**src/design/acs_pkg.sv**
```systemverilog
// Package of register map, field layout and timing constants for the conversion sequencer.
package acs_pkg;

	// ----------------------------------------------------------------
	// Register map
	// ----------------------------------------------------------------
	localparam logic [15:0] ADDR_RESULT_LOW  = 16'hFF18;
	localparam logic [15:0] ADDR_RESULT_HIGH = 16'hFF19;
	localparam logic [15:0] ADDR_RESULT_BYTE = 16'hFF1A;
	localparam logic [15:0] ADDR_MODE        = 16'hFF80;
	localparam logic [15:0] ADDR_SELECT      = 16'hFF81;
	localparam logic [15:0] ADDR_STATUS      = 16'hFF82;

	// ----------------------------------------------------------------
	// Field layout
	// ----------------------------------------------------------------
	localparam int RUN_BIT        = 7;
	localparam int POWER_BIT      = 0;
	localparam int TIME_LSB       = 3;
	localparam int TIME_MSB       = 5;
	localparam int RESULT_BITS    = 10;
	localparam int LOW_BYTE_BITS  = 8;
	localparam int STATUS_IRQ_BIT = 0;
	localparam int STATUS_BUSY_BIT = 1;
	localparam logic [7:0] MODE_WRITE_MASK   = 8'hB9;
	localparam logic [7:0] SELECT_WRITE_MASK = 8'h03;
	localparam logic [7:0] RESET_BYTE        = 8'h00;

	// ----------------------------------------------------------------
	// Timing
	// ----------------------------------------------------------------
	localparam int CLK_MHZ = 10;
	localparam logic [15:0] CYCLES_PER_STEP_BASE = 16'h0004;

	// Sequencer states.
	typedef enum logic [1:0] {
		ACS_IDLE   = 2'b00,
		ACS_SAMPLE = 2'b01,
		ACS_STEP   = 2'b10
	} acs_state_type;

	// One register bus request.
	typedef struct packed {
		logic [15:0] addr;
		logic [7:0]  wdata;
		logic        wr;
		logic        rd;
	} acs_bus_type;

endpackage

```
**src/design/acs_top.sv**
```systemverilog
// Top of the conversion sequencer: registers, sequencing and conflict handling.
`timescale 1ns/1ps
`default_nettype none

// Overview of operation
// - Writing run bit 7 to one starts converting the selected input.
// - Each finished conversion loads both result registers and pulses the done request.
// - A finished conversion is followed at once by the next while running.
// - Mode or select writes abort and restart the conversion from its start.
// - Clearing the run bit stops at once; the result keeps the last finished conversion.
// - After a channel change the next done comes one conversion time later.
// - A result read coinciding with an update is served before the update.
// - A mode or select write beats an update; no load and no done request.
// - Standby halts conversion.
// - Select values zero to three pick analog inputs zero to three.
// - Result resolved MSB first from bit 9 down to bit 0.
// - Word result: top two bits in the high byte, low eight in low byte.
// - The result byte register holds the top eight result bits.
module acs_top (
	input  wire logic        clk,
	input  wire logic        rst,
	input  wire logic [15:0] addr,
	input  wire logic [7:0]  wdata,
	input  wire logic        wr,
	input  wire logic        rd,
	output logic [7:0]       rdata,
	input  wire logic        standby,
	input  wire logic        comp_out,
	output logic [1:0]       channel_sel,
	output logic             sample_hold,
	output logic [9:0]       dac_code,
	output logic             comparator_power,
	output logic             conversion_done_irq
);
	// ----------------------------------------------------------------
	// Registers and state
	// ----------------------------------------------------------------
	acs_pkg::acs_bus_type  bus;
	acs_pkg::acs_state_type state;
	acs_pkg::acs_state_type next_state;
	logic [7:0] converter_mode_reg;
	logic [7:0] next_mode;
	logic [7:0] input_select_reg;
	logic [7:0] next_select;
	logic [9:0] result_word;
	logic [9:0] next_result;
	logic       irq_flag;
	logic       next_irq_flag;
	logic       next_irq_pulse;
	logic [7:0] next_rdata;
	logic [2:0] comp_sync;
	logic       comp_stable;
	logic       next_comp_stable;
	logic       ctrl_write;
	logic       restart;
	logic       tick;
	logic       sar_clear;
	logic       sar_step;
	logic       sar_last;
	logic [9:0] trial;
	logic       wr_mode;
	logic       wr_select;
	logic       wr_status;
	logic       rd_low;
	logic       rd_high;
	logic       rd_byte;
	logic       rd_mode;
	logic       rd_select;
	logic       rd_status;
	logic [1:0] next_channel_sel;
	logic       next_sample_hold;
	logic [9:0] next_dac_code;
	logic       next_comparator_power;

	assign bus = '{addr: addr, wdata: wdata, wr: wr, rd: rd};

	// Splits the ten-bit result into its register bytes.
	function automatic logic [7:0] result_byte(input logic [9:0] r, input logic [1:0] which);
		logic [7:0] b;
		b = acs_pkg::RESET_BYTE;
		if (which == 2'b00) begin
			b = r[acs_pkg::LOW_BYTE_BITS-1:0];
		end else if (which == 2'b01) begin
			b = {6'h00, r[acs_pkg::RESULT_BITS-1:acs_pkg::LOW_BYTE_BITS]};
		end else begin
			b = r[acs_pkg::RESULT_BITS-1:acs_pkg::RESULT_BITS-8];
		end
		return b;
	endfunction

	// Decodes one strobe at one address.
	function automatic logic strobe_at(input logic strobe, input logic [15:0] a,
			input logic [15:0] want);
		return strobe && a == want;
	endfunction

	// ----------------------------------------------------------------
	// Address decode
	// ----------------------------------------------------------------
	// Every access is decoded once, so the sequencer and the register file
	// can never disagree about which register a strobe meant.
	assign wr_mode   = strobe_at(bus.wr, bus.addr, acs_pkg::ADDR_MODE);
	assign wr_select = strobe_at(bus.wr, bus.addr, acs_pkg::ADDR_SELECT);
	assign wr_status = strobe_at(bus.wr, bus.addr, acs_pkg::ADDR_STATUS);
	assign rd_low    = strobe_at(bus.rd, bus.addr, acs_pkg::ADDR_RESULT_LOW);
	assign rd_high   = strobe_at(bus.rd, bus.addr, acs_pkg::ADDR_RESULT_HIGH);
	assign rd_byte   = strobe_at(bus.rd, bus.addr, acs_pkg::ADDR_RESULT_BYTE);
	assign rd_mode   = strobe_at(bus.rd, bus.addr, acs_pkg::ADDR_MODE);
	assign rd_select = strobe_at(bus.rd, bus.addr, acs_pkg::ADDR_SELECT);
	assign rd_status = strobe_at(bus.rd, bus.addr, acs_pkg::ADDR_STATUS);

	// ----------------------------------------------------------------
	// Leaf blocks
	// ----------------------------------------------------------------
	acs_timer u_timer (
		.clk       (clk),
		.rst       (rst),
		.restart   (restart),
		.time_code (converter_mode_reg[acs_pkg::TIME_MSB:acs_pkg::TIME_LSB]),
		.tick      (tick)
	);

	acs_sar u_sar (
		.clk       (clk),
		.rst       (rst),
		.clear     (sar_clear),
		.step      (sar_step),
		.comp_high (comp_stable),
		.trial     (trial),
		.last      (sar_last)
	);

	// ----------------------------------------------------------------
	// Comparator input filter
	// ----------------------------------------------------------------
	// The analog verdict arrives unsynchronised; it counts only when two late stages agree.
	always_comb begin
		next_comp_stable = comp_stable;
		if (comp_sync[2] == comp_sync[1]) begin
			next_comp_stable = comp_sync[1];
		end
	end

	always_ff @(posedge clk) begin
		if (rst) begin
			comp_sync   <= 3'b000;
			comp_stable <= 1'b0;
		end else begin
			comp_sync   <= {comp_sync[1:0], comp_out};
			comp_stable <= next_comp_stable;
		end
	end

	// ----------------------------------------------------------------
	// Sequencer
	// ----------------------------------------------------------------
	// A control write always restarts the timer, so the first done after a
	// channel change lies exactly one conversion time away.
	assign ctrl_write = wr_mode || wr_select;
	assign restart    = ctrl_write || state == acs_pkg::ACS_IDLE;

	always_comb begin
		next_state = state;
		sar_clear = 1'b0;
		sar_step = 1'b0;
		next_irq_pulse = 1'b0;
		next_result = result_word;
		if (!next_mode[acs_pkg::RUN_BIT] || standby) begin
			next_state = acs_pkg::ACS_IDLE;
		end else if (ctrl_write) begin
			next_state = acs_pkg::ACS_SAMPLE;
			sar_clear = 1'b1;
		end else begin
			case (state)
				acs_pkg::ACS_IDLE: begin
					next_state = acs_pkg::ACS_SAMPLE;
					sar_clear = 1'b1;
				end
				acs_pkg::ACS_SAMPLE: begin
					if (tick) begin
						next_state = acs_pkg::ACS_STEP;
					end
				end
				acs_pkg::ACS_STEP: begin
					if (tick) begin
						sar_step = 1'b1;
						if (sar_last) begin
							// Final bit resolved here; the completed code goes straight to the result.
							next_result = (trial & ~(comp_stable ? 10'h000 : 10'h001));
							next_irq_pulse = 1'b1;
							next_state = acs_pkg::ACS_SAMPLE;
							// Rearm the approximation, or the next conversion never finds its last bit.
							sar_clear = 1'b1;
						end
					end
				end
				default: begin
					next_state = acs_pkg::ACS_IDLE;
				end
			endcase
		end
	end

	// Sequencing registers.
	always_ff @(posedge clk) begin
		if (rst) begin
			state <= acs_pkg::ACS_IDLE;
			result_word <= 10'h000;
			conversion_done_irq <= 1'b0;
		end else begin
			state <= next_state;
			result_word <= next_result;
			conversion_done_irq <= next_irq_pulse;
		end
	end

	// ----------------------------------------------------------------
	// Register file
	// ----------------------------------------------------------------
	// The read takes the old result; a coinciding update lands on the same edge as the read data.
	// Set beats clear on the done flag, so a finish in the clearing cycle is never lost.
	always_comb begin
		next_mode = converter_mode_reg;
		next_select = input_select_reg;
		next_irq_flag = irq_flag;
		next_rdata = acs_pkg::RESET_BYTE;
		if (wr_mode) begin
			next_mode = bus.wdata & acs_pkg::MODE_WRITE_MASK;
		end else if (wr_select) begin
			next_select = bus.wdata & acs_pkg::SELECT_WRITE_MASK;
		end else if (wr_status) begin
			if (bus.wdata[acs_pkg::STATUS_IRQ_BIT]) begin
				next_irq_flag = 1'b0;
			end
		end
		if (next_irq_pulse) begin
			next_irq_flag = 1'b1;
		end
		if (rd_low) begin
			next_rdata = result_byte(result_word, 2'b00);
		end else if (rd_high) begin
			next_rdata = result_byte(result_word, 2'b01);
		end else if (rd_byte) begin
			next_rdata = result_byte(result_word, 2'b10);
		end else if (rd_mode) begin
			next_rdata = converter_mode_reg;
		end else if (rd_select) begin
			next_rdata = input_select_reg;
		end else if (rd_status) begin
			next_rdata[acs_pkg::STATUS_BUSY_BIT] = state != acs_pkg::ACS_IDLE;
			next_rdata[acs_pkg::STATUS_IRQ_BIT] = irq_flag;
		end
	end

	// Register file storage.
	always_ff @(posedge clk) begin
		if (rst) begin
			converter_mode_reg <= acs_pkg::RESET_BYTE;
			input_select_reg <= acs_pkg::RESET_BYTE;
			irq_flag <= 1'b0;
			rdata <= acs_pkg::RESET_BYTE;
		end else begin
			converter_mode_reg <= next_mode;
			input_select_reg <= next_select;
			irq_flag <= next_irq_flag;
			rdata <= next_rdata;
		end
	end

	// ----------------------------------------------------------------
	// Pin drives
	// ----------------------------------------------------------------
	// The pins take the next values, so the channel switch and the hold command
	// change on the same edge as the sequencer state.
	// The trial code still reaches the comparator a few cycles late; the step
	// timer hides that only for conversion-time codes above zero.
	always_comb begin
		next_channel_sel = next_select[1:0];
		next_sample_hold = next_state == acs_pkg::ACS_SAMPLE;
		next_dac_code = trial;
		next_comparator_power = next_mode[acs_pkg::POWER_BIT];
	end

	// Pin registers; every output leaves the block straight from a flop.
	always_ff @(posedge clk) begin
		if (rst) begin
			channel_sel <= 2'b00;
			sample_hold <= 1'b0;
			dac_code <= 10'h000;
			comparator_power <= 1'b0;
		end else begin
			channel_sel <= next_channel_sel;
			sample_hold <= next_sample_hold;
			dac_code <= next_dac_code;
			comparator_power <= next_comparator_power;
		end
	end
endmodule
`default_nettype wire

```
**src/design/acs_timer.sv**
```systemverilog
// Step timer that spaces the conversion steps by the programmed conversion time.
`timescale 1ns/1ps
`default_nettype none
module acs_timer (
	input  wire logic        clk,
	input  wire logic        rst,
	input  wire logic        restart,
	input  wire logic [2:0]  time_code,
	output logic             tick
);
	logic [15:0] count;
	logic [15:0] next_count;
	logic [15:0] limit;

	// Each code doubles the base step length; longer codes give slower steps.
	always_comb begin
		limit = 16'(acs_pkg::CYCLES_PER_STEP_BASE << time_code) - 16'h0001;
		next_count = count + 16'h0001;
		tick = 1'b0;
		if (restart) begin
			next_count = 16'h0000;
		end else if (count >= limit) begin
			next_count = 16'h0000;
			tick = 1'b1;
		end
	end

	// Register the counter.
	always_ff @(posedge clk) begin
		if (rst) begin
			count <= 16'h0000;
		end else begin
			count <= next_count;
		end
	end
endmodule
`default_nettype wire

```
**src/design/acs_sar.sv**
```systemverilog
// Successive approximation register resolving ten bits from the most significant down.
`timescale 1ns/1ps
`default_nettype none
module acs_sar (
	input  wire logic        clk,
	input  wire logic        rst,
	input  wire logic        clear,
	input  wire logic        step,
	input  wire logic        comp_high,
	output logic [9:0]       trial,
	output logic             last
);
	logic [9:0] bitpos;
	logic [9:0] next_trial;
	logic [9:0] next_bitpos;

	// On a step the tested bit keeps the comparator verdict and the next bit is tried.
	always_comb begin
		next_trial  = trial;
		next_bitpos = bitpos;
		last = bitpos[0];
		if (clear) begin
			next_trial  = 10'h200;
			next_bitpos = 10'h200;
		end else if (step) begin
			next_trial  = (trial & ~(comp_high ? 10'h000 : bitpos)) | (bitpos >> 1);
			next_bitpos = bitpos >> 1;
		end
	end

	// Register the approximation.
	always_ff @(posedge clk) begin
		if (rst) begin
			trial  <= 10'h000;
			bitpos <= 10'h000;
		end else begin
			trial  <= next_trial;
			bitpos <= next_bitpos;
		end
	end
endmodule
`default_nettype wire

```
**config.mk**
```make
export PLATFORM = sky130hd
export DESIGN_NAME = acs_top
export DESIGN_NICKNAME = d
export VERILOG_FILES = /design/src/design/acs_pkg.sv /design/src/design/acs_top.sv /design/src/design/acs_timer.sv /design/src/design/acs_sar.sv
export SDC_FILE = /design/constraint.sdc
export NUM_CORES = 1
export LEC_CHECK = 0
export BUFFER_PORTS_ARGS = -buffer_cell sky130_fd_sc_hd__buf_2
export CORE_ASPECT_RATIO = 1.75
export CORE_MARGIN = 4
export CORE_UTILIZATION = 45
export CTS_CLUSTER_DIAMETER = 80
export CTS_CLUSTER_SIZE = 20
export DETAILED_ROUTE_END_ITERATION = 16
export GPL_ROUTABILITY_DRIVEN = 0
export GPL_TIMING_DRIVEN = 0
export PLACE_DENSITY = 0.65
export SETUP_SLACK_MARGIN = 0.5
export SYNTH_ARGS = -nofsm -noshare
export SYNTH_HDL_FRONTEND = slang
export SYNTH_HIERARCHICAL = 1
export SYNTH_SLANG_ARGS = --single-unit
```
**constraint.sdc**
```tcl
create_clock -name clk -period 5.64 [get_ports clk]
set_clock_uncertainty 0.05 [all_clocks]
set_input_delay 0.282 -clock clk [delete_from_list [all_inputs] [get_ports clk]]
set_output_delay 0.282 -clock clk [all_outputs]
set_load 0.005 [all_outputs]
```
# After elaboration in Yosys (flattened, before gate mapping)
# Index checks and enable logic that the tools add are counted.
[word_totals]
out_inout_bits = 23
regBits = 81
in_bits = 30
wordCells = 103
[classes]
n_bitwise = 8
add_sub_neg = 2
n_reduce_logical = 23
shifts = 1
magnitude_cmp = 1
muxes = 38
n_eq_ne = 12
[ops]
columns = ["operator", "n"]
rows = [
  ["$eq 16x16->1 const B", 6],
  ["$mux 10", 5],
  ["$mux 8", 5],
  ["$and 10x10->10", 2],
  ["$mux 1", 19],
  ["$add 16x1->16 const B", 1],
  ["$ge 16x16->1", 1],
  ["$shl 3x3->16 const A", 1],
  ["$sub 16x1->16 const B", 1],
  ["$mux 2", 7],
  ["$not 1->10", 1],
  ["$not 10->10", 1],
  ["$or 10x9->10", 1],
  ["$logic_and 1x1->1", 9],
  ["$reduce_bool 2->1", 4],
  ["$pmux 2 s3", 1],
  ["$reduce_and 5->1", 1],
  ["$eq 2x1->1 const B", 2],
  ["$ne 2x2->1 const B", 2],
  ["$reduce_and 4->1", 1],
  ["$logic_or 1x1->1", 3],
  ["$not 1->1", 3],
  ["$reduce_or 3->1", 1],
  ["$eq 2x2->1 const B", 1],
  ["6 further kinds", 6],
]

# Depth between registers and ports, before layout
[depth]
ltp_word = 11
depth_mapped = 19
ltp_nobuf = 16

# Cells and area by module
# Netlist, hierarchy kept.
[modules_own_cells]
columns = ["module", "instances", "area_each_um2", "seq_area_each_um2", "cells_each"]
rows = [
  ["acs_top", 1, 1959.4, 880.8, 190],
  ["acs_timer", 1, 930.9, 320.3, 99],
  ["acs_sar", 1, 757.0, 400.4, 79],
]

# Worst setup path after synthesis
# Ideal clock, no wire load.
[synth_timing]
path_type = "reg-to-reg"
from = "register converter_mode_reg[4]"
to = "register u_sar.trial[5]"
t_required_ns = 5.502
stages_incl_launch_ff = 20
period_less_slack_ns = 3.346
path_buffers = 3
arrival_ns = 3.208
setup_slack_ns = 2.294
setup_ns = 0.088
path_cell_list = "dfxtp_1 -> nor3_1 -> inv_1 -> ha_1 -> clkbuf_1 -> nor3_1 -> a21o_1 -> a21oi_1 -> ha_1 -> o21ai_0 -> nor2_1 -> o31ai_1 -> a21oi_1 -> and2_1 -> o211ai_1 -> o31ai_1 -> or2_1 -> buf_6 -> buf_8 -> a311oi_2"
[synth_between]
elab_chain_len = 10
word_cells_on_any_way = 14
cone_classes = "add/sub: 1; order compare: 1; shift: 1; mux: 10; reduce/logical: 1"
[synth_lines]
columns = ["element", "line_no", "rtl"]
rows = [
  ["start, declared", "acs_top.sv:41", "logic [7:0] converter_mode_reg;"],
  ["start signal, assigned", "acs_top.sv:258", "converter_mode_reg <= acs_pkg::RESET_BYTE;"],
  ["start signal, assigned", "acs_top.sv:263", "converter_mode_reg <= next_mode;"],
  ["$shl 3x3->16", "acs_timer.sv:17", "limit = 16'(acs_pkg::CYCLES_PER_STEP_BASE << time_code) - 16'h0001;"],
  ["$sub 16x1->16", "acs_timer.sv:17", ""],
  ["$ge 16x16->1", "acs_timer.sv:22", "end else if (count >= limit) begin"],
  ["$mux 1", "acs_timer.sv:22", ""],
  ["$mux 1", "acs_timer.sv:20", "if (restart) begin"],
  ["via tick", "acs_top.sv:56", "logic tick;"],
  ["$mux 1", "acs_top.sv:185", "if (tick) begin"],
  ["$pmux 1 s2", "acs_top.sv:174", "case (state)"],
  ["$mux 1", "acs_top.sv:170", "end else if (ctrl_write) begin"],
  ["$mux 1", "acs_top.sv:168", "if (!next_mode[acs_pkg::RUN_BIT] || standby) begin"],
  ["via sar_clear", "acs_top.sv:57", "logic sar_clear;"],
  ["$reduce_or 2->1 (no line)", "n/a", ""],
  ["end signal, assigned", "acs_sar.sv:37", "trial <= next_trial;"],
  ["end, declared", "acs_sar.sv:10", "output logic [9:0] trial,"],
]
# The timed path passes the listed nets, and every way through them passes these cells.
# A chain may end at the register's enable or synchronous reset.

# Final worst setup path
[layout_timing]
from = "register converter_mode_reg[3]"
to = "register u_sar.trial[5]"
# Same word-level chain as after synthesis.

==> results.py <==
metrics = {
    "status": {
        "outcome": "complete, no violations",
    },
    "clock_tree": {
        "insertion_delay_ns": 0.33,
        "cts.sinks": 80,
        "hold_buffers": 0,
        "clockBufferDepth": 2,
        "cts_max_level": 3,
        "root_buffer": "clkbuf_16",
        "clkTransAtPathRegs_ns": 0.06,
        "cts_tree": "done",
        "cts_made_buffers": 9,
        "cts_resized": 0,
        "post_cts_buffers": 0,
    },
    "sta": {
        "period_share": 0.682,
        "finalSetupViolCount": 0,
        "slew_viol_final": 0,
        "hold_viol": 0,
        "tns_ns": 0,
        "period_needed_ns": 3.84,
        "clock.fmax_ghz": 0.260,
        "tightestPinTransition_ns": 0.581,
        "max_slew_margin": 0.613,
        "rsz0062_at_grt": "false",
    },
    "die": {
        "die_width_um": 76.1,
        "die_h_um": 127,
        "core_um2": 7910,
        "die_area_um2": 9670,
        "ioPinCount": 53,
        "initial_core_util": 0.461,
        "row_count": 43,
    },
    "logic_synthesis": {
        "syn_area_um2": 3650,
        "synthAdderAreaFrac": 0.0343,
        "avgSynthCellArea_um2": 9.91,
        "synth-seq-cells": 80,
        "synth_top_area_cell": "dfxtp_1",
        "synth_simple_gate_area_frac": 0.255,
        "ys_top_cells_by_area": "dfxtp_1, a21oi_1, nor2b_1",
        "synth_top_family_by_area": "simple AND/OR/NAND/NOR gates",
        "synth_seq_area_share": 0.439,
        "synth_xor_area_frac": 0.0264,
        "synth_top_flop_cell": "dfxtp_1",
        "yosys.cell_types.count": 65,
        "synth_compound_area_frac": 0.136,
        "synth_top_area_share": 0.439,
        "synth-async-reset-ratio": 0,
        "synth_edf_count": 0,
        "synthMuxAreaShare": 0.0669,
        "syn_inst": 368,
        "ys_warn_count": 6,
    },
    "placed_design": {
        "hpwl_mm": 5.99,
        "io_buffers": 50,
    },
    "pwr": {
        "p_per_area_nw_per_um2": 282,
        "ir_drop_v": 0.000208,
        "p_leak_uw": 0.00171,
        "seq_power_share": 0.464,
        "pwr-share-comb": 0.032,
        "clkPwrFrac": 0.503,
        "swShare": 0.190,
        "power_switching_uw": 233,
        "intPower_uw": 992,
    },
    "drt": {
        "dr.pass1.iters": 4,
        "wl_per_cell_um": 15.0,
        "drt_iter0_drc": 163,
        "ant_nets": 0,
        "vias_per_cell": 5.50,
        "drc": 0,
        "vias": 2898,
        "wl_mm": 7.90,
    },
    "worst_hold_path": {
        "min_path_type": "primary input to flip-flop",
    },
    "setup_path": {
        "reg2reg_slack_ns": 1.80,
        "endpoint_kind": "flip-flop",
        "cp_data_arrival_time_ns": 4.04,
        "startpoint_type": "flip-flop",
        "critPathRequiredTime_ns": 5.84,
        "path_max_fanout": 10,
        "crit_type": "flip-flop to flip-flop",
    },
    "final_layout": {
        "regArea_um2": 1600,
        "largest_register": "u_timer/count",
        "fillers": 712,
        "final_layout_size_suffix_gt1_frac": 0.249,
        "num_antenna_cells": 0,
        "final_nets": 473,
        "multiInputGateArea_um2": 1910,
        "post-route-util": 0.550,
        "largest_reg_flops": 16,
        "area_growth_pct": 19.2,
    },
    "grt": {
        "grt.total_usage": 0.168,
        "grt.met1_usage": 0.180,
        "antenna_found_initial": 0,
        "overflow": 0,
        "grtUsageMet3": 0.0367,
        "grt-busiest-layer": "met2",
        "grt_pass1_vias": 2792,
        "gr-usage-met2": 0.304,
        "grt_pass1_wl_mm": 13.2,
        "grt_max_degree": 13,
    },
    "job": {
        "drv_cap": 0,
    },
}
[power by group through the flow]
| stage | sequential [uW] | clock, uW | combinational (uW) |
|---|---|---|---|
| floorplan | 581 | 0 | 20.6 |
| global placement | 581 | 0 | 38.6 |
| detailed placement | 582 | 0 | 39.3 |
| CTS | 569 | 634 | 39.3 |
| global route | 569 | 657 | 43.6 |
| finish | 569 | 617 | 39.3 |
[Yosys cell counts, types with 3 or more instances]
cell type	number
nand4_1	4
o2bb2ai_1	3
nor2_1	13
nor4_1	4
nor3_1	8
inv_1	7
o21ai_0	8
xnor2_1	4
xor2_1	7
nand3b_1	4
and4_1	4
mux2_4	7
nor2b_1	23
mux2i_1	6
a311oi_1	9
mux2_2	7
buf_2	4
nand2_1	23
a21oi_1	38
o31ai_1	4
nand2b_1	14
ha_1	10
nor3_2	9
clkbuf_1	6
nand3_1	15
dfxtp_1	80
[worst max-delay path, cell delays in order (launching register included)]
cell,delay (ns)
dfxtp_1,0.39
nor3_1,0.27
inv_1,0.07
ha_1,0.18
clkbuf_1,0.17
nor3_1,0.16
a21o_1,0.10
a21oi_1,0.06
ha_1,0.31
o21ai_0,0.15
nor2_1,0.07
o31ai_1,0.28
a21oi_1,0.19
and2_1,0.24
o211ai_1,0.18
o31ai_1,0.15
or2_1,0.26
buf_6,0.15
buf_8,0.14
a311oi_2,0.18
[path summary, 6_finish.rpt]
kind	startpoint	endpoint	cells past startpoint
setup / recovery	converter_mode_reg[3]	u_sar/trial[5]	19
hold / removal	comp_out	comp_sync[0]	2
setup reg to reg	converter_mode_reg[3]	u_sar/trial[5]	19
hold reg to reg	comp_sync[0]	comp_sync[1]	1
[cell families after synthesis]
logic type,count (synthesis)
simple gates,143
flops,80
xor+xnor,11
other cells,2
fa+ha+maj,10
compound gates,77
buf+inv,25
mux,20
[placed cells by master, fill, tap and decap left out, types with 8 or more instances in the layout]
cell	netlist	routed
nand2b_1	14	14
nor2_1	13	13
ha_1	10	10
nand3_1	15	15
buf_2	4	54
nand2_1	23	23
a21oi_1	38	38
clkbuf_16	0	9
nor2b_1	23	23
dfxtp_1	80	80
nor3_1	8	8
o21ai_0	8	8
a311oi_1	9	9
nor3_2	9	9
[cell type report]
| class | count | area share |
|---|---|---|
| multi-input combinational | 267 | 0.440 |
| tap | 90 | 0.0259 |
| buffer | 18 | 0.0276 |
| sequential | 80 | 0.368 |
| inverter | 7 | 0.00604 |
| timing repair buffer | 50 | 0.0576 |
| clock buffer | 12 | 0.0590 |
| clock inverter | 3 | 0.0150 |
[metrics by stage]
stage	setup slack, ns	area (um2)	hold slack (ns)	std cells	total power, uW
global route	1.39	4350	0.165	527	1270
global placement	1.84	4030	0.371	512	620
finish	1.80	4350	0.115	527	1230
CTS	1.75	4350	0.106	527	1240
detailed placement	1.79	4030	0.383	512	621
floorplan	2.29	3660	0.301	372	602
[metal layers]
metal  vias up  part of all wire  routed length [um]
li1       1454                 -                   -
met1      1356              0.40                3180
met2        71              0.53                4210
met3        17             0.040                 319
met4         0             0.024                 192
met5         -                 0                   0
(Power assumes the default switching activity.)
